$ cat config.mk
export PLATFORM = sky130hd
export DESIGN_NAME = mosp_top
export DESIGN_NICKNAME = d
export VERILOG_FILES = /design/src/verilog/mosp_torque_det.v /design/src/verilog/mosp_top.v
export VERILOG_INCLUDE_DIRS = /design/src /design/src/shared
export SDC_FILE = /design/constraint.sdc
export NUM_CORES = 1
export LEC_CHECK = 0
export BUFFER_PORTS_ARGS = -buffer_cell sky130_fd_sc_hd__buf_4
export CAP_MARGIN = 20
export CORE_ASPECT_RATIO = 1.5
export CORE_MARGIN = 5
export CORE_UTILIZATION = 56
export DETAILED_ROUTE_END_ITERATION = 16
export GPL_TIMING_DRIVEN = 0
export PLACE_DENSITY_LB_ADDON = 0.3
export SETUP_SLACK_MARGIN = 0.5
export SYNTH_ARGS = -nofsm -noshare
export SYNTH_HDL_FRONTEND = slang
export SYNTH_SLANG_ARGS = --single-unit
export TNS_END_PERCENT = 10
$ cat constraint.sdc
create_clock -name CLK_IN -period 2.2 [get_ports CLK_IN]
set_input_delay 0.11 -clock CLK_IN [delete_from_list [all_inputs] [get_ports CLK_IN]]
set_output_delay 0.11 -clock CLK_IN [all_outputs]
set_load 0.01 [all_outputs]
$ cat src/shared/mosp_defs.vh
// Constants for the multi-function output select and polarity block.
// Assumes inclusion by bare name from design files; definitions only.
`ifndef MOSP_DEFS_VH
`define MOSP_DEFS_VH

// Register addresses on the documented parameter port.
`define MOSP_ADDR_COMM_WORD    16'h2640
`define MOSP_ADDR_POL_MASK     16'h0213
`define MOSP_ADDR_CAN_OBJ      16'h2026
`define MOSP_ADDR_FUNC_RELAY   16'h020D
`define MOSP_ADDR_FUNC_ONE     16'h0210
`define MOSP_ADDR_FUNC_TWO     16'h0211
`define MOSP_ADDR_AN_HIGH      16'h032D
`define MOSP_ADDR_AN_LOW       16'h032E
`define MOSP_ADDR_TQ3_LEVEL    16'h0E4B
`define MOSP_ADDR_TQ3_TIME     16'h0E4C
`define MOSP_ADDR_TQ4_LEVEL    16'h0E4E
`define MOSP_ADDR_TQ4_TIME     16'h0E4F
`define MOSP_ADDR_STATUS       16'h0233

// Bit positions of the three terminals in every control word.
`define MOSP_BIT_RELAY         0
`define MOSP_BIT_ONE           3
`define MOSP_BIT_TWO           4

// Function codes.
`define MOSP_FN_CANOPEN        8'h32
`define MOSP_FN_COMM_CARD      8'h33
`define MOSP_FN_SAFE_A         8'h42
`define MOSP_FN_ANALOG         8'h43
`define MOSP_FN_SAFE_B         8'h44
`define MOSP_FN_TORQUE3        8'h49
`define MOSP_FN_TORQUE4        8'h4A

// Reset values.
`define MOSP_RST_POL_MASK      16'h0000
`define MOSP_RST_COMM_WORD     16'h0000
`define MOSP_RST_CAN_OBJ       16'h0001
`define MOSP_RST_FUNC          8'h00
`define MOSP_RST_AN_HIGH       16'h8000
`define MOSP_RST_AN_LOW        16'h1999
`define MOSP_RST_TQ_LEVEL      16'hFFFF
`define MOSP_RST_TQ_TIME       16'h0064

// Detection time unit in ns and derived clock cycles per unit at 25 MHz.
`define MOSP_TQ_UNIT_NS        1000000
`define MOSP_CLK_PERIOD_NS     40
`define MOSP_TQ_UNIT_CYC       (`MOSP_TQ_UNIT_NS / `MOSP_CLK_PERIOD_NS)

`endif

$ cat src/verilog/mosp_torque_det.v
// Over-torque detector: level compare held for a time in millisecond units.
// Assumes torque and settings are synchronous to the clock.
`timescale 1ns/100ps
`include "mosp_defs.vh"

module mosp_torque_det #(
    parameter integer UNIT_CYC = `MOSP_TQ_UNIT_CYC
) (
    // Clock and reset.
    input  wire        clk_in,
    input  wire        reset_in,
    // Measurement and settings.
    input  wire [15:0] torque_in,
    input  wire [15:0] level_in,
    input  wire [15:0] time_in,
    // Result.
    output reg         detect_out
);

reg  [31:0] tick_q;
reg  [15:0] units_q;
wire        over = torque_in > level_in;
wire        tick_end = (tick_q == UNIT_CYC - 1);

always @(posedge clk_in) begin
    if (reset_in || !over) begin
        tick_q     <= 32'h0000_0000;
        units_q    <= 16'h0000;
        detect_out <= 1'b0;
    end else begin
        tick_q <= tick_end ? 32'h0000_0000 : tick_q + 32'h0000_0001;
        if (tick_end && units_q != 16'hFFFF) begin
            units_q <= units_q + 16'h0001;
        end
        if (units_q >= time_in && tick_end) begin
            detect_out <= 1'b1;
        end
    end
end

endmodule

$ cat src/verilog/mosp_top.v
// Multi-function output selection and polarity for relay and two open-collector outputs.
// Assumes a synchronous parameter write port on the same clock and a combinational read port; status pins are async.
`timescale 1ns/100ps
`include "mosp_defs.vh"

// Function
// [RULE1] CANopen function drives relay, one, two from object bits 0, 3, 4.
// [RULE2] Comm-card function drives relay, one, two from bits 0, 3, 4 of a writable word.
// [RULE3] Safety logic A keeps the terminal open normally and closed in safe-torque-off or fault.
// [RULE4] Safety logic B keeps the terminal closed normally and open in safe-torque-off or fault.
// [RULE5] Analog function turns on above a high threshold, default half scale.
// [RULE6] Analog function turns off below a low threshold, default ten percent, holding between.
// [RULE7] Over-torque three asserts when torque exceeds its level for longer than its time.
// [RULE8] Over-torque four does the same with its own level and time.
// [RULE9] A 16-bit polarity mask resets to zero; bits 0, 3, 4 govern the terminals.
// [RULE10] A mask bit of one inverts its terminal, zero passes it directly.
// [RULE11] Inversion is applied after function selection for every source.
module mosp_top #(
    parameter integer UNIT_CYC = `MOSP_TQ_UNIT_CYC
) (
    // Clock and reset.
    input  wire        CLK_IN,
    input  wire        RESET_IN,
    // Parameter port.
    input  wire        REG_WR_IN,
    input  wire [15:0] REG_ADDR_IN,
    input  wire [15:0] REG_WDATA_IN,
    output reg  [15:0] REG_RDATA_OUT,
    // Drive state inputs.
    input  wire        SAFE_TORQUE_OFF_STATE_IN,
    input  wire        SAFETY_FAULT_STATES_IN,
    input  wire [15:0] ANALOG_LEVEL_IN,
    input  wire [15:0] TORQUE_IN,
    // Terminals.
    output reg         RELAY_OUTPUT_OUT,
    output reg         OPEN_COLLECTOR_OUT_ONE_OUT,
    output reg         OPEN_COLLECTOR_OUT_TWO_OUT
);

////////////////////////////////////////////////////////////////////////////////
reg  [15:0] comm_word_q;
reg  [15:0] pol_mask_q;
reg  [15:0] can_obj_q;
reg  [7:0]  fn_q [0:2];
reg  [15:0] an_high_q;
reg  [15:0] an_low_q;
reg  [15:0] tq3_lvl_q;
reg  [15:0] tq3_time_q;
reg  [15:0] tq4_lvl_q;
reg  [15:0] tq4_time_q;
reg  [1:0]  sto_sync_q;
reg  [1:0]  flt_sync_q;
reg  [15:0] an_q;
reg         an_state_q;
reg  [2:0]  term_d;
wire        tq3_det;
wire        tq4_det;
wire        safety_active = sto_sync_q[1] | flt_sync_q[1];

function integer term_bit;
    input integer idx;
    begin
        term_bit = (idx == 0) ? `MOSP_BIT_RELAY : (idx == 1) ? `MOSP_BIT_ONE : `MOSP_BIT_TWO;
    end
endfunction

////////////////////////////////////////////////////////////////////////////////
always @(posedge CLK_IN) begin
    if (RESET_IN) begin
        comm_word_q <= `MOSP_RST_COMM_WORD;
        pol_mask_q  <= `MOSP_RST_POL_MASK;                          // [RULE9]
        can_obj_q   <= `MOSP_RST_CAN_OBJ;
        fn_q[0]     <= `MOSP_RST_FUNC;
        fn_q[1]     <= `MOSP_RST_FUNC;
        fn_q[2]     <= `MOSP_RST_FUNC;
        an_high_q   <= `MOSP_RST_AN_HIGH;                           // [RULE5]
        an_low_q    <= `MOSP_RST_AN_LOW;                            // [RULE6]
        tq3_lvl_q   <= `MOSP_RST_TQ_LEVEL;
        tq3_time_q  <= `MOSP_RST_TQ_TIME;
        tq4_lvl_q   <= `MOSP_RST_TQ_LEVEL;
        tq4_time_q  <= `MOSP_RST_TQ_TIME;
    end else if (REG_WR_IN) begin
        case (REG_ADDR_IN)
            `MOSP_ADDR_COMM_WORD: begin
                comm_word_q <= REG_WDATA_IN;                        // [RULE2]
            end
            `MOSP_ADDR_POL_MASK: begin
                pol_mask_q <= REG_WDATA_IN & 16'hFFF9;              // [RULE9]
            end
            `MOSP_ADDR_CAN_OBJ: begin
                can_obj_q <= REG_WDATA_IN;                          // [RULE1]
            end
            `MOSP_ADDR_FUNC_RELAY: begin
                fn_q[0] <= REG_WDATA_IN[7:0];
            end
            `MOSP_ADDR_FUNC_ONE: begin
                fn_q[1] <= REG_WDATA_IN[7:0];
            end
            `MOSP_ADDR_FUNC_TWO: begin
                fn_q[2] <= REG_WDATA_IN[7:0];
            end
            `MOSP_ADDR_AN_HIGH: begin
                an_high_q <= REG_WDATA_IN;
            end
            `MOSP_ADDR_AN_LOW: begin
                an_low_q <= REG_WDATA_IN;
            end
            `MOSP_ADDR_TQ3_LEVEL: begin
                tq3_lvl_q <= REG_WDATA_IN;
            end
            `MOSP_ADDR_TQ3_TIME: begin
                tq3_time_q <= REG_WDATA_IN;
            end
            `MOSP_ADDR_TQ4_LEVEL: begin
                tq4_lvl_q <= REG_WDATA_IN;
            end
            `MOSP_ADDR_TQ4_TIME: begin
                tq4_time_q <= REG_WDATA_IN;
            end
            default: begin
            end
        endcase
    end
end

////////////////////////////////////////////////////////////////////////////////
always @(posedge CLK_IN) begin
    if (RESET_IN) begin
        sto_sync_q <= 2'b00;
        flt_sync_q <= 2'b00;
        an_q       <= 16'h0000;
        an_state_q <= 1'b0;
    end else begin
        sto_sync_q <= {sto_sync_q[0], SAFE_TORQUE_OFF_STATE_IN};
        flt_sync_q <= {flt_sync_q[0], SAFETY_FAULT_STATES_IN};
        an_q       <= ANALOG_LEVEL_IN;
        if (an_q > an_high_q) begin
            an_state_q <= 1'b1;                                     // [RULE5]
        end else if (an_q < an_low_q) begin
            an_state_q <= 1'b0;                                     // [RULE6]
        end
    end
end

mosp_torque_det #(.UNIT_CYC(UNIT_CYC)) u_tq3 (
    .clk_in     (CLK_IN),
    .reset_in   (RESET_IN),
    .torque_in  (TORQUE_IN),
    .level_in   (tq3_lvl_q),
    .time_in    (tq3_time_q),
    .detect_out (tq3_det)                                           // [RULE7]
);

mosp_torque_det #(.UNIT_CYC(UNIT_CYC)) u_tq4 (
    .clk_in     (CLK_IN),
    .reset_in   (RESET_IN),
    .torque_in  (TORQUE_IN),
    .level_in   (tq4_lvl_q),
    .time_in    (tq4_time_q),
    .detect_out (tq4_det)                                           // [RULE8]
);

////////////////////////////////////////////////////////////////////////////////
integer i;
reg     sel;
always @* begin
    term_d = 3'b000;
    sel    = 1'b0;
    for (i = 0; i < 3; i = i + 1) begin
        case (fn_q[i])
            `MOSP_FN_CANOPEN:   sel = can_obj_q[term_bit(i)];       // [RULE1]
            `MOSP_FN_COMM_CARD: sel = comm_word_q[term_bit(i)];     // [RULE2]
            `MOSP_FN_SAFE_A:    sel = safety_active;                // [RULE3]
            `MOSP_FN_SAFE_B:    sel = ~safety_active;               // [RULE4]
            `MOSP_FN_ANALOG:    sel = an_state_q;
            `MOSP_FN_TORQUE3:   sel = tq3_det;
            `MOSP_FN_TORQUE4:   sel = tq4_det;
            default:            sel = 1'b0;
        endcase
        term_d[i] = sel ^ pol_mask_q[term_bit(i)];                  // [RULE10] [RULE11]
    end
end

always @(posedge CLK_IN) begin
    if (RESET_IN) begin
        RELAY_OUTPUT_OUT           <= 1'b0;
        OPEN_COLLECTOR_OUT_ONE_OUT <= 1'b0;
        OPEN_COLLECTOR_OUT_TWO_OUT <= 1'b0;
    end else begin
        RELAY_OUTPUT_OUT           <= term_d[0];
        OPEN_COLLECTOR_OUT_ONE_OUT <= term_d[1];
        OPEN_COLLECTOR_OUT_TWO_OUT <= term_d[2];
    end
end

////////////////////////////////////////////////////////////////////////////////
always @* begin
    case (REG_ADDR_IN)
        `MOSP_ADDR_COMM_WORD:  REG_RDATA_OUT = comm_word_q;
        `MOSP_ADDR_POL_MASK:   REG_RDATA_OUT = pol_mask_q;
        `MOSP_ADDR_CAN_OBJ:    REG_RDATA_OUT = can_obj_q;
        `MOSP_ADDR_FUNC_RELAY: REG_RDATA_OUT = {8'h00, fn_q[0]};
        `MOSP_ADDR_FUNC_ONE:   REG_RDATA_OUT = {8'h00, fn_q[1]};
        `MOSP_ADDR_FUNC_TWO:   REG_RDATA_OUT = {8'h00, fn_q[2]};
        `MOSP_ADDR_AN_HIGH:    REG_RDATA_OUT = an_high_q;
        `MOSP_ADDR_AN_LOW:     REG_RDATA_OUT = an_low_q;
        `MOSP_ADDR_TQ3_LEVEL:  REG_RDATA_OUT = tq3_lvl_q;
        `MOSP_ADDR_TQ3_TIME:   REG_RDATA_OUT = tq3_time_q;
        `MOSP_ADDR_TQ4_LEVEL:  REG_RDATA_OUT = tq4_lvl_q;
        `MOSP_ADDR_TQ4_TIME:   REG_RDATA_OUT = tq4_time_q;
        `MOSP_ADDR_STATUS:     REG_RDATA_OUT = {11'h000, OPEN_COLLECTOR_OUT_TWO_OUT,
                                                OPEN_COLLECTOR_OUT_ONE_OUT, 2'b00,
                                                RELAY_OUTPUT_OUT};
        default:               REG_RDATA_OUT = 16'h0000;
    endcase
end

endmodule

==> summary.txt <==
STA
  – Final Max Slew Viols: 0
  – RSZ-0062 raised after global routing: yes
  – Share of the cycle needed by the critical path after routing: 105.4%
  – Accumulated negative setup slack: -2.307 ns
  – Max Freq: 0.4312 GHz
  – Min cycle time layout: 2.319 ns
  – Fin worst setup slack: -0.1192 ns
  – Clock skew: 0.01496 ns
  – Final setup fails: 54
  – Actual transition at the worst max-transition pin: 0.9484 ns
  – Final hold violation count: 0
  – Worst slack on hold paths: 0.02880 ns
  – Worst slew margin: 36.78%

Worst setup path
  – Endpoint type of the worst setup path: flop
  – Element type at the critical path start: flop
  – Register-to-register path setup slack: -0.12 ns
  – Crit. path cell count: 9
  – Top cell family by delay on the critical path: simple AND/OR/NAND/NOR gates
  – Series of cell instances along the critical path: inv_1 > ha_1 > nand4_1 > nor3_2 > a2111oi_2 > a221o_2 > buf_8 > clkbuf_16 > nor2_4
  – Crit path kind: reg2reg
  – Signal arrival time at the worst endpoint: 2.83 ns
  – Critical path buffers and inverters: 3
  – Cell count of the worst reg-to-reg path: 9
  – Start of the worst register-to-register path: tq4_lvl_q[14]
  – Data required time at the worst endpoint: 2.71 ns
  – Slowest stage delay, CP: 0.46 ns
  – Crit Path Max Fanout: 6
  – Endpoint of the worst register-to-register path: u_tq4.units_q[10]
  – Cell with the largest stage delay on the worst path: sky130_fd_sc_hd__a221o_2

Logic synthesis
  – Main combinational cell family by area after synthesis: simple AND/OR/NAND/NOR gates
  – Distinct cell type count of the synthesized netlist: 65
  – Average size of a mapped cell: 8.288 µm²
  – Share of synthesized area spent on multiplexers: 1.947%
  – Sequential area share after synthesis: 40.28%
  – Count of flip-flops with a built-in enable after synthesis: 24
  – Post-synth top area cell: sky130_fd_sc_hd__dfxtp_1
  – Warnings from Yosys: 0
  – Top-count cell post-synth: sky130_fd_sc_hd__nand2_1
  – Yosys top cell area share: 35.45%
  – Fraction of the mapped netlist area in compound gates: 11.29%
  – Synthesized flop and latch total: 288
  – Post-Synth Simple-Gate Area: 27.57%
  – Adder-Cell Fraction of Synth Area: 8.307%
  – Dominant synthesized flop cell: sky130_fd_sc_hd__dfxtp_1
  – Cell count after synthesis: 1799
  – List of most frequent post-synthesis cells: 346 x sky130_fd_sc_hd__nand2_1, 264 x sky130_fd_sc_hd__dfxtp_1, 152 x sky130_fd_sc_hd__nor2_1
  – Synth Area in XOR/XNOR: 5.228%
  – Async set-or-reset flop fraction in the synthesized netlist: 0%
  – Netlist area before placement: 14910 µm²
  – Net Count, Synth: 1967
  – Cell types occupying the most area after synthesis: sky130_fd_sc_hd__dfxtp_1 35%, sky130_fd_sc_hd__nand2_1 8.7%, sky130_fd_sc_hd__ha_1 8.3%

Clocking
  – Htree depth: 1
  – Num CTS Buffers: 29
  – CTS Root Cell: sky130_fd_sc_hd__clkbuf_16
  – Clock transition at the register clock pins on the worst setup and hold paths after CTS: 0.07 ns
  – Clock tree from TritonCTS: yes
  – Clock Path Buffers: 3
  – Clock insertion delay at the later pin of the skew report: 0.58 ns
  – Number of clock sinks: 288

Layout
  – Diode insertion count for antenna repair: 0
  – Footprint of the flip-flops and latches: 6057 µm²
  – Nets: 2144
  – Area used by multi-input combinational logic: 9149 µm²
  – Area added between synthesis and finish: 27.26%
  – Largest registers: u_tq3.tick_q: 32 flops, u_tq4.tick_q: 32 flops, fn_q: 24 flops
  – Share of layout cells above drive strength 1: 23.06%
  – Fill cell total of the finished layout: 1928

Die
  – Core Footprint: 26400 µm²
  – Full die area: 30060 µm²
  – Placement Rows: 73
  – Count of pins on the block boundary: 88
  – Vertical extent of the die: 209.8 µm
  – Initial Utilization: 56.49%
  – Horizontal die dimension: 143.2 µm

Routing
  – Post-detailed-routing wire length: 49120 µm
  – Total iterations of the first detailed-routing run: 8
  – Detail-routed via count per cell: 6.152
  – Average routed wire per standard cell: 21.03 µm
  – Routed via count: 14370
  – Violation count after the first detailed-routing iteration: 1277
  – Detail Route Antenna Nets: 0
  – Number of design rule violations left after detail routing: 0

Power
  – Fraction of power spent switching nets: 22.85%
  – Power share of the sequential group: 47.4%
  – P per Cell Area: 597.0 nW/µm²
  – Power consumption: 0.01133 W
  – Leak: 7.418 nW
  – Worst supply voltage drop on vdd: 0.6260 mV
  – Design internal power: 0.008740 W
  – Switching power total: 0.002589 W
  – Clock power frac: 47.2%
  – Gate power share: 5.4%

Run status
  – Result of the run: finished, violations left
  – Violated checks: setup timing

Job
  – Maximum Capacitance Violations: 0

Global route
  – Number of global-route vias before repair: 14120
  – Largest net degree at the start of global routing: 15
  – Total global-route track usage: 31.07%
  – Global-route wire length before repair: 74630 µm
  – Antenna violations before repair: 0
  – Aggregate global routing overflow: 0

Placed design
  – Count of input and output buffers: 70
  – Final weighted congestion in routability-driven placement: 1.025
  – DPL Wire Length: 33460 µm

Hold path
  – Hold-critical path depth: 3
  – Origin of the worst min-delay path: REG_WDATA_IN[11]
  – Worst hold path class: in2reg
  – Hold Path End: an_high_q[11]
==> power by group through the flow <==
stage	registers, W	logic [W]	clock network (W)
floorplan	0.00547	0.000271	0
global placement	0.00548	0.000482	0
detailed placement	0.00548	0.000496	0
CTS	0.00536	0.000560	0.00537
global route	0.00537	0.000652	0.00558
finish	0.00537	0.000616	0.00535
==> worst max path at each step <==
| stage | start | end |
|---|---|---|
| after global placement | REG_ADDR_IN[1] | REG_RDATA_OUT[13] |
| after detailed placement | tq3_lvl_q[9] | u_tq3.tick_q[4] |
| after floorplan | tq3_lvl_q[9] | u_tq3.tick_q[31] |
| after CTS | an_high_q[13] | REG_RDATA_OUT[13] |
| after global routing | tq4_lvl_q[14] | u_tq4.tick_q[0] |
| final | tq4_lvl_q[14] | u_tq4.units_q[10] |
==> what timing repair did <==
| item | in CTS | in global routing |
|---|---|---|
| buffers inserted | 32 | 20 |
| pin swaps | 90 | 85 |
| resized for setup | 187 | 190 |
| hold endpoints to repair | 18 | 0 |
| gates cloned | 4 | 2 |
| hold buffers | 18 | 0 |
| setup endpoints to repair | 241 | 220 |
==> routing by layer <==
| metal | wire length (µm) | GRT usage (%) | up-vias |
|---|---|---|---|
| met5 | 0 | 0 | - |
| met4 | 4043 | 20.40 | 0 |
| met3 | 3424 | 4.149 | 265 |
| met2 | 24660 | 55.13 | 766 |
| met1 | 16990 | 34.11 | 6753 |
| li1 | - | - | 6588 |
==> tightest hold or removal path, stage by stage <==
cell	delay, ns
sky130_fd_sc_hd__clkbuf_1	0.26
sky130_fd_sc_hd__nand2_1	0.13
sky130_fd_sc_hd__a21oi_1	0.06
==> placed cells by master (no fill, tap or decap), drive strengths merged, types with 56 or more instances in the layout <==
master	n
xor2	56
buf	156
ha	99
clkbuf	107
nand4	57
nand3	60
dfxtp	264
nor2	153
inv	104
a21oi	121
nand2	346
==> cells by family (layout without fill, tap and decap cells) <==
family	count (synthesis)	after routing
multiplexers	28	28
adder cells (fa/ha/maj)	99	99
buffers and inverters	198	398
XOR/XNOR	89	89
AND/OR/NAND/NOR	835	835
AO/OA/AOI/OAI	262	262
flip-flops	288	288
==> layout make-up <==
type / count / area share (%)
Buffer: 96 / 3.660
Clock buffer: 39 / 4.451
Clock inverter: 15 / 1.009
Inverter: 102 / 2.018
Multi-Input combinational cell: 1313 / 48.21
Sequential cell: 288 / 31.92
Tap cell: 337 / 2.222
Timing Repair Buffer: 146 / 6.508
==> through the flow <==
stage	worst slack (ns)	util, %	instance area, µm²	std cells
2_1_floorplan	0.1664	-	14950	1799
3_3_place_gp	-0.4866	60.24	15900	2206
3_5_place_dp	-0.5463	60.24	15900	2206
4_1_cts	-0.07545	68.89	18180	2314
5_1_grt	-0.1738	71.89	18980	2336
6_report	-0.1192	71.89	18980	2336
No activity file was read; power rests on OpenSTA's default activity.
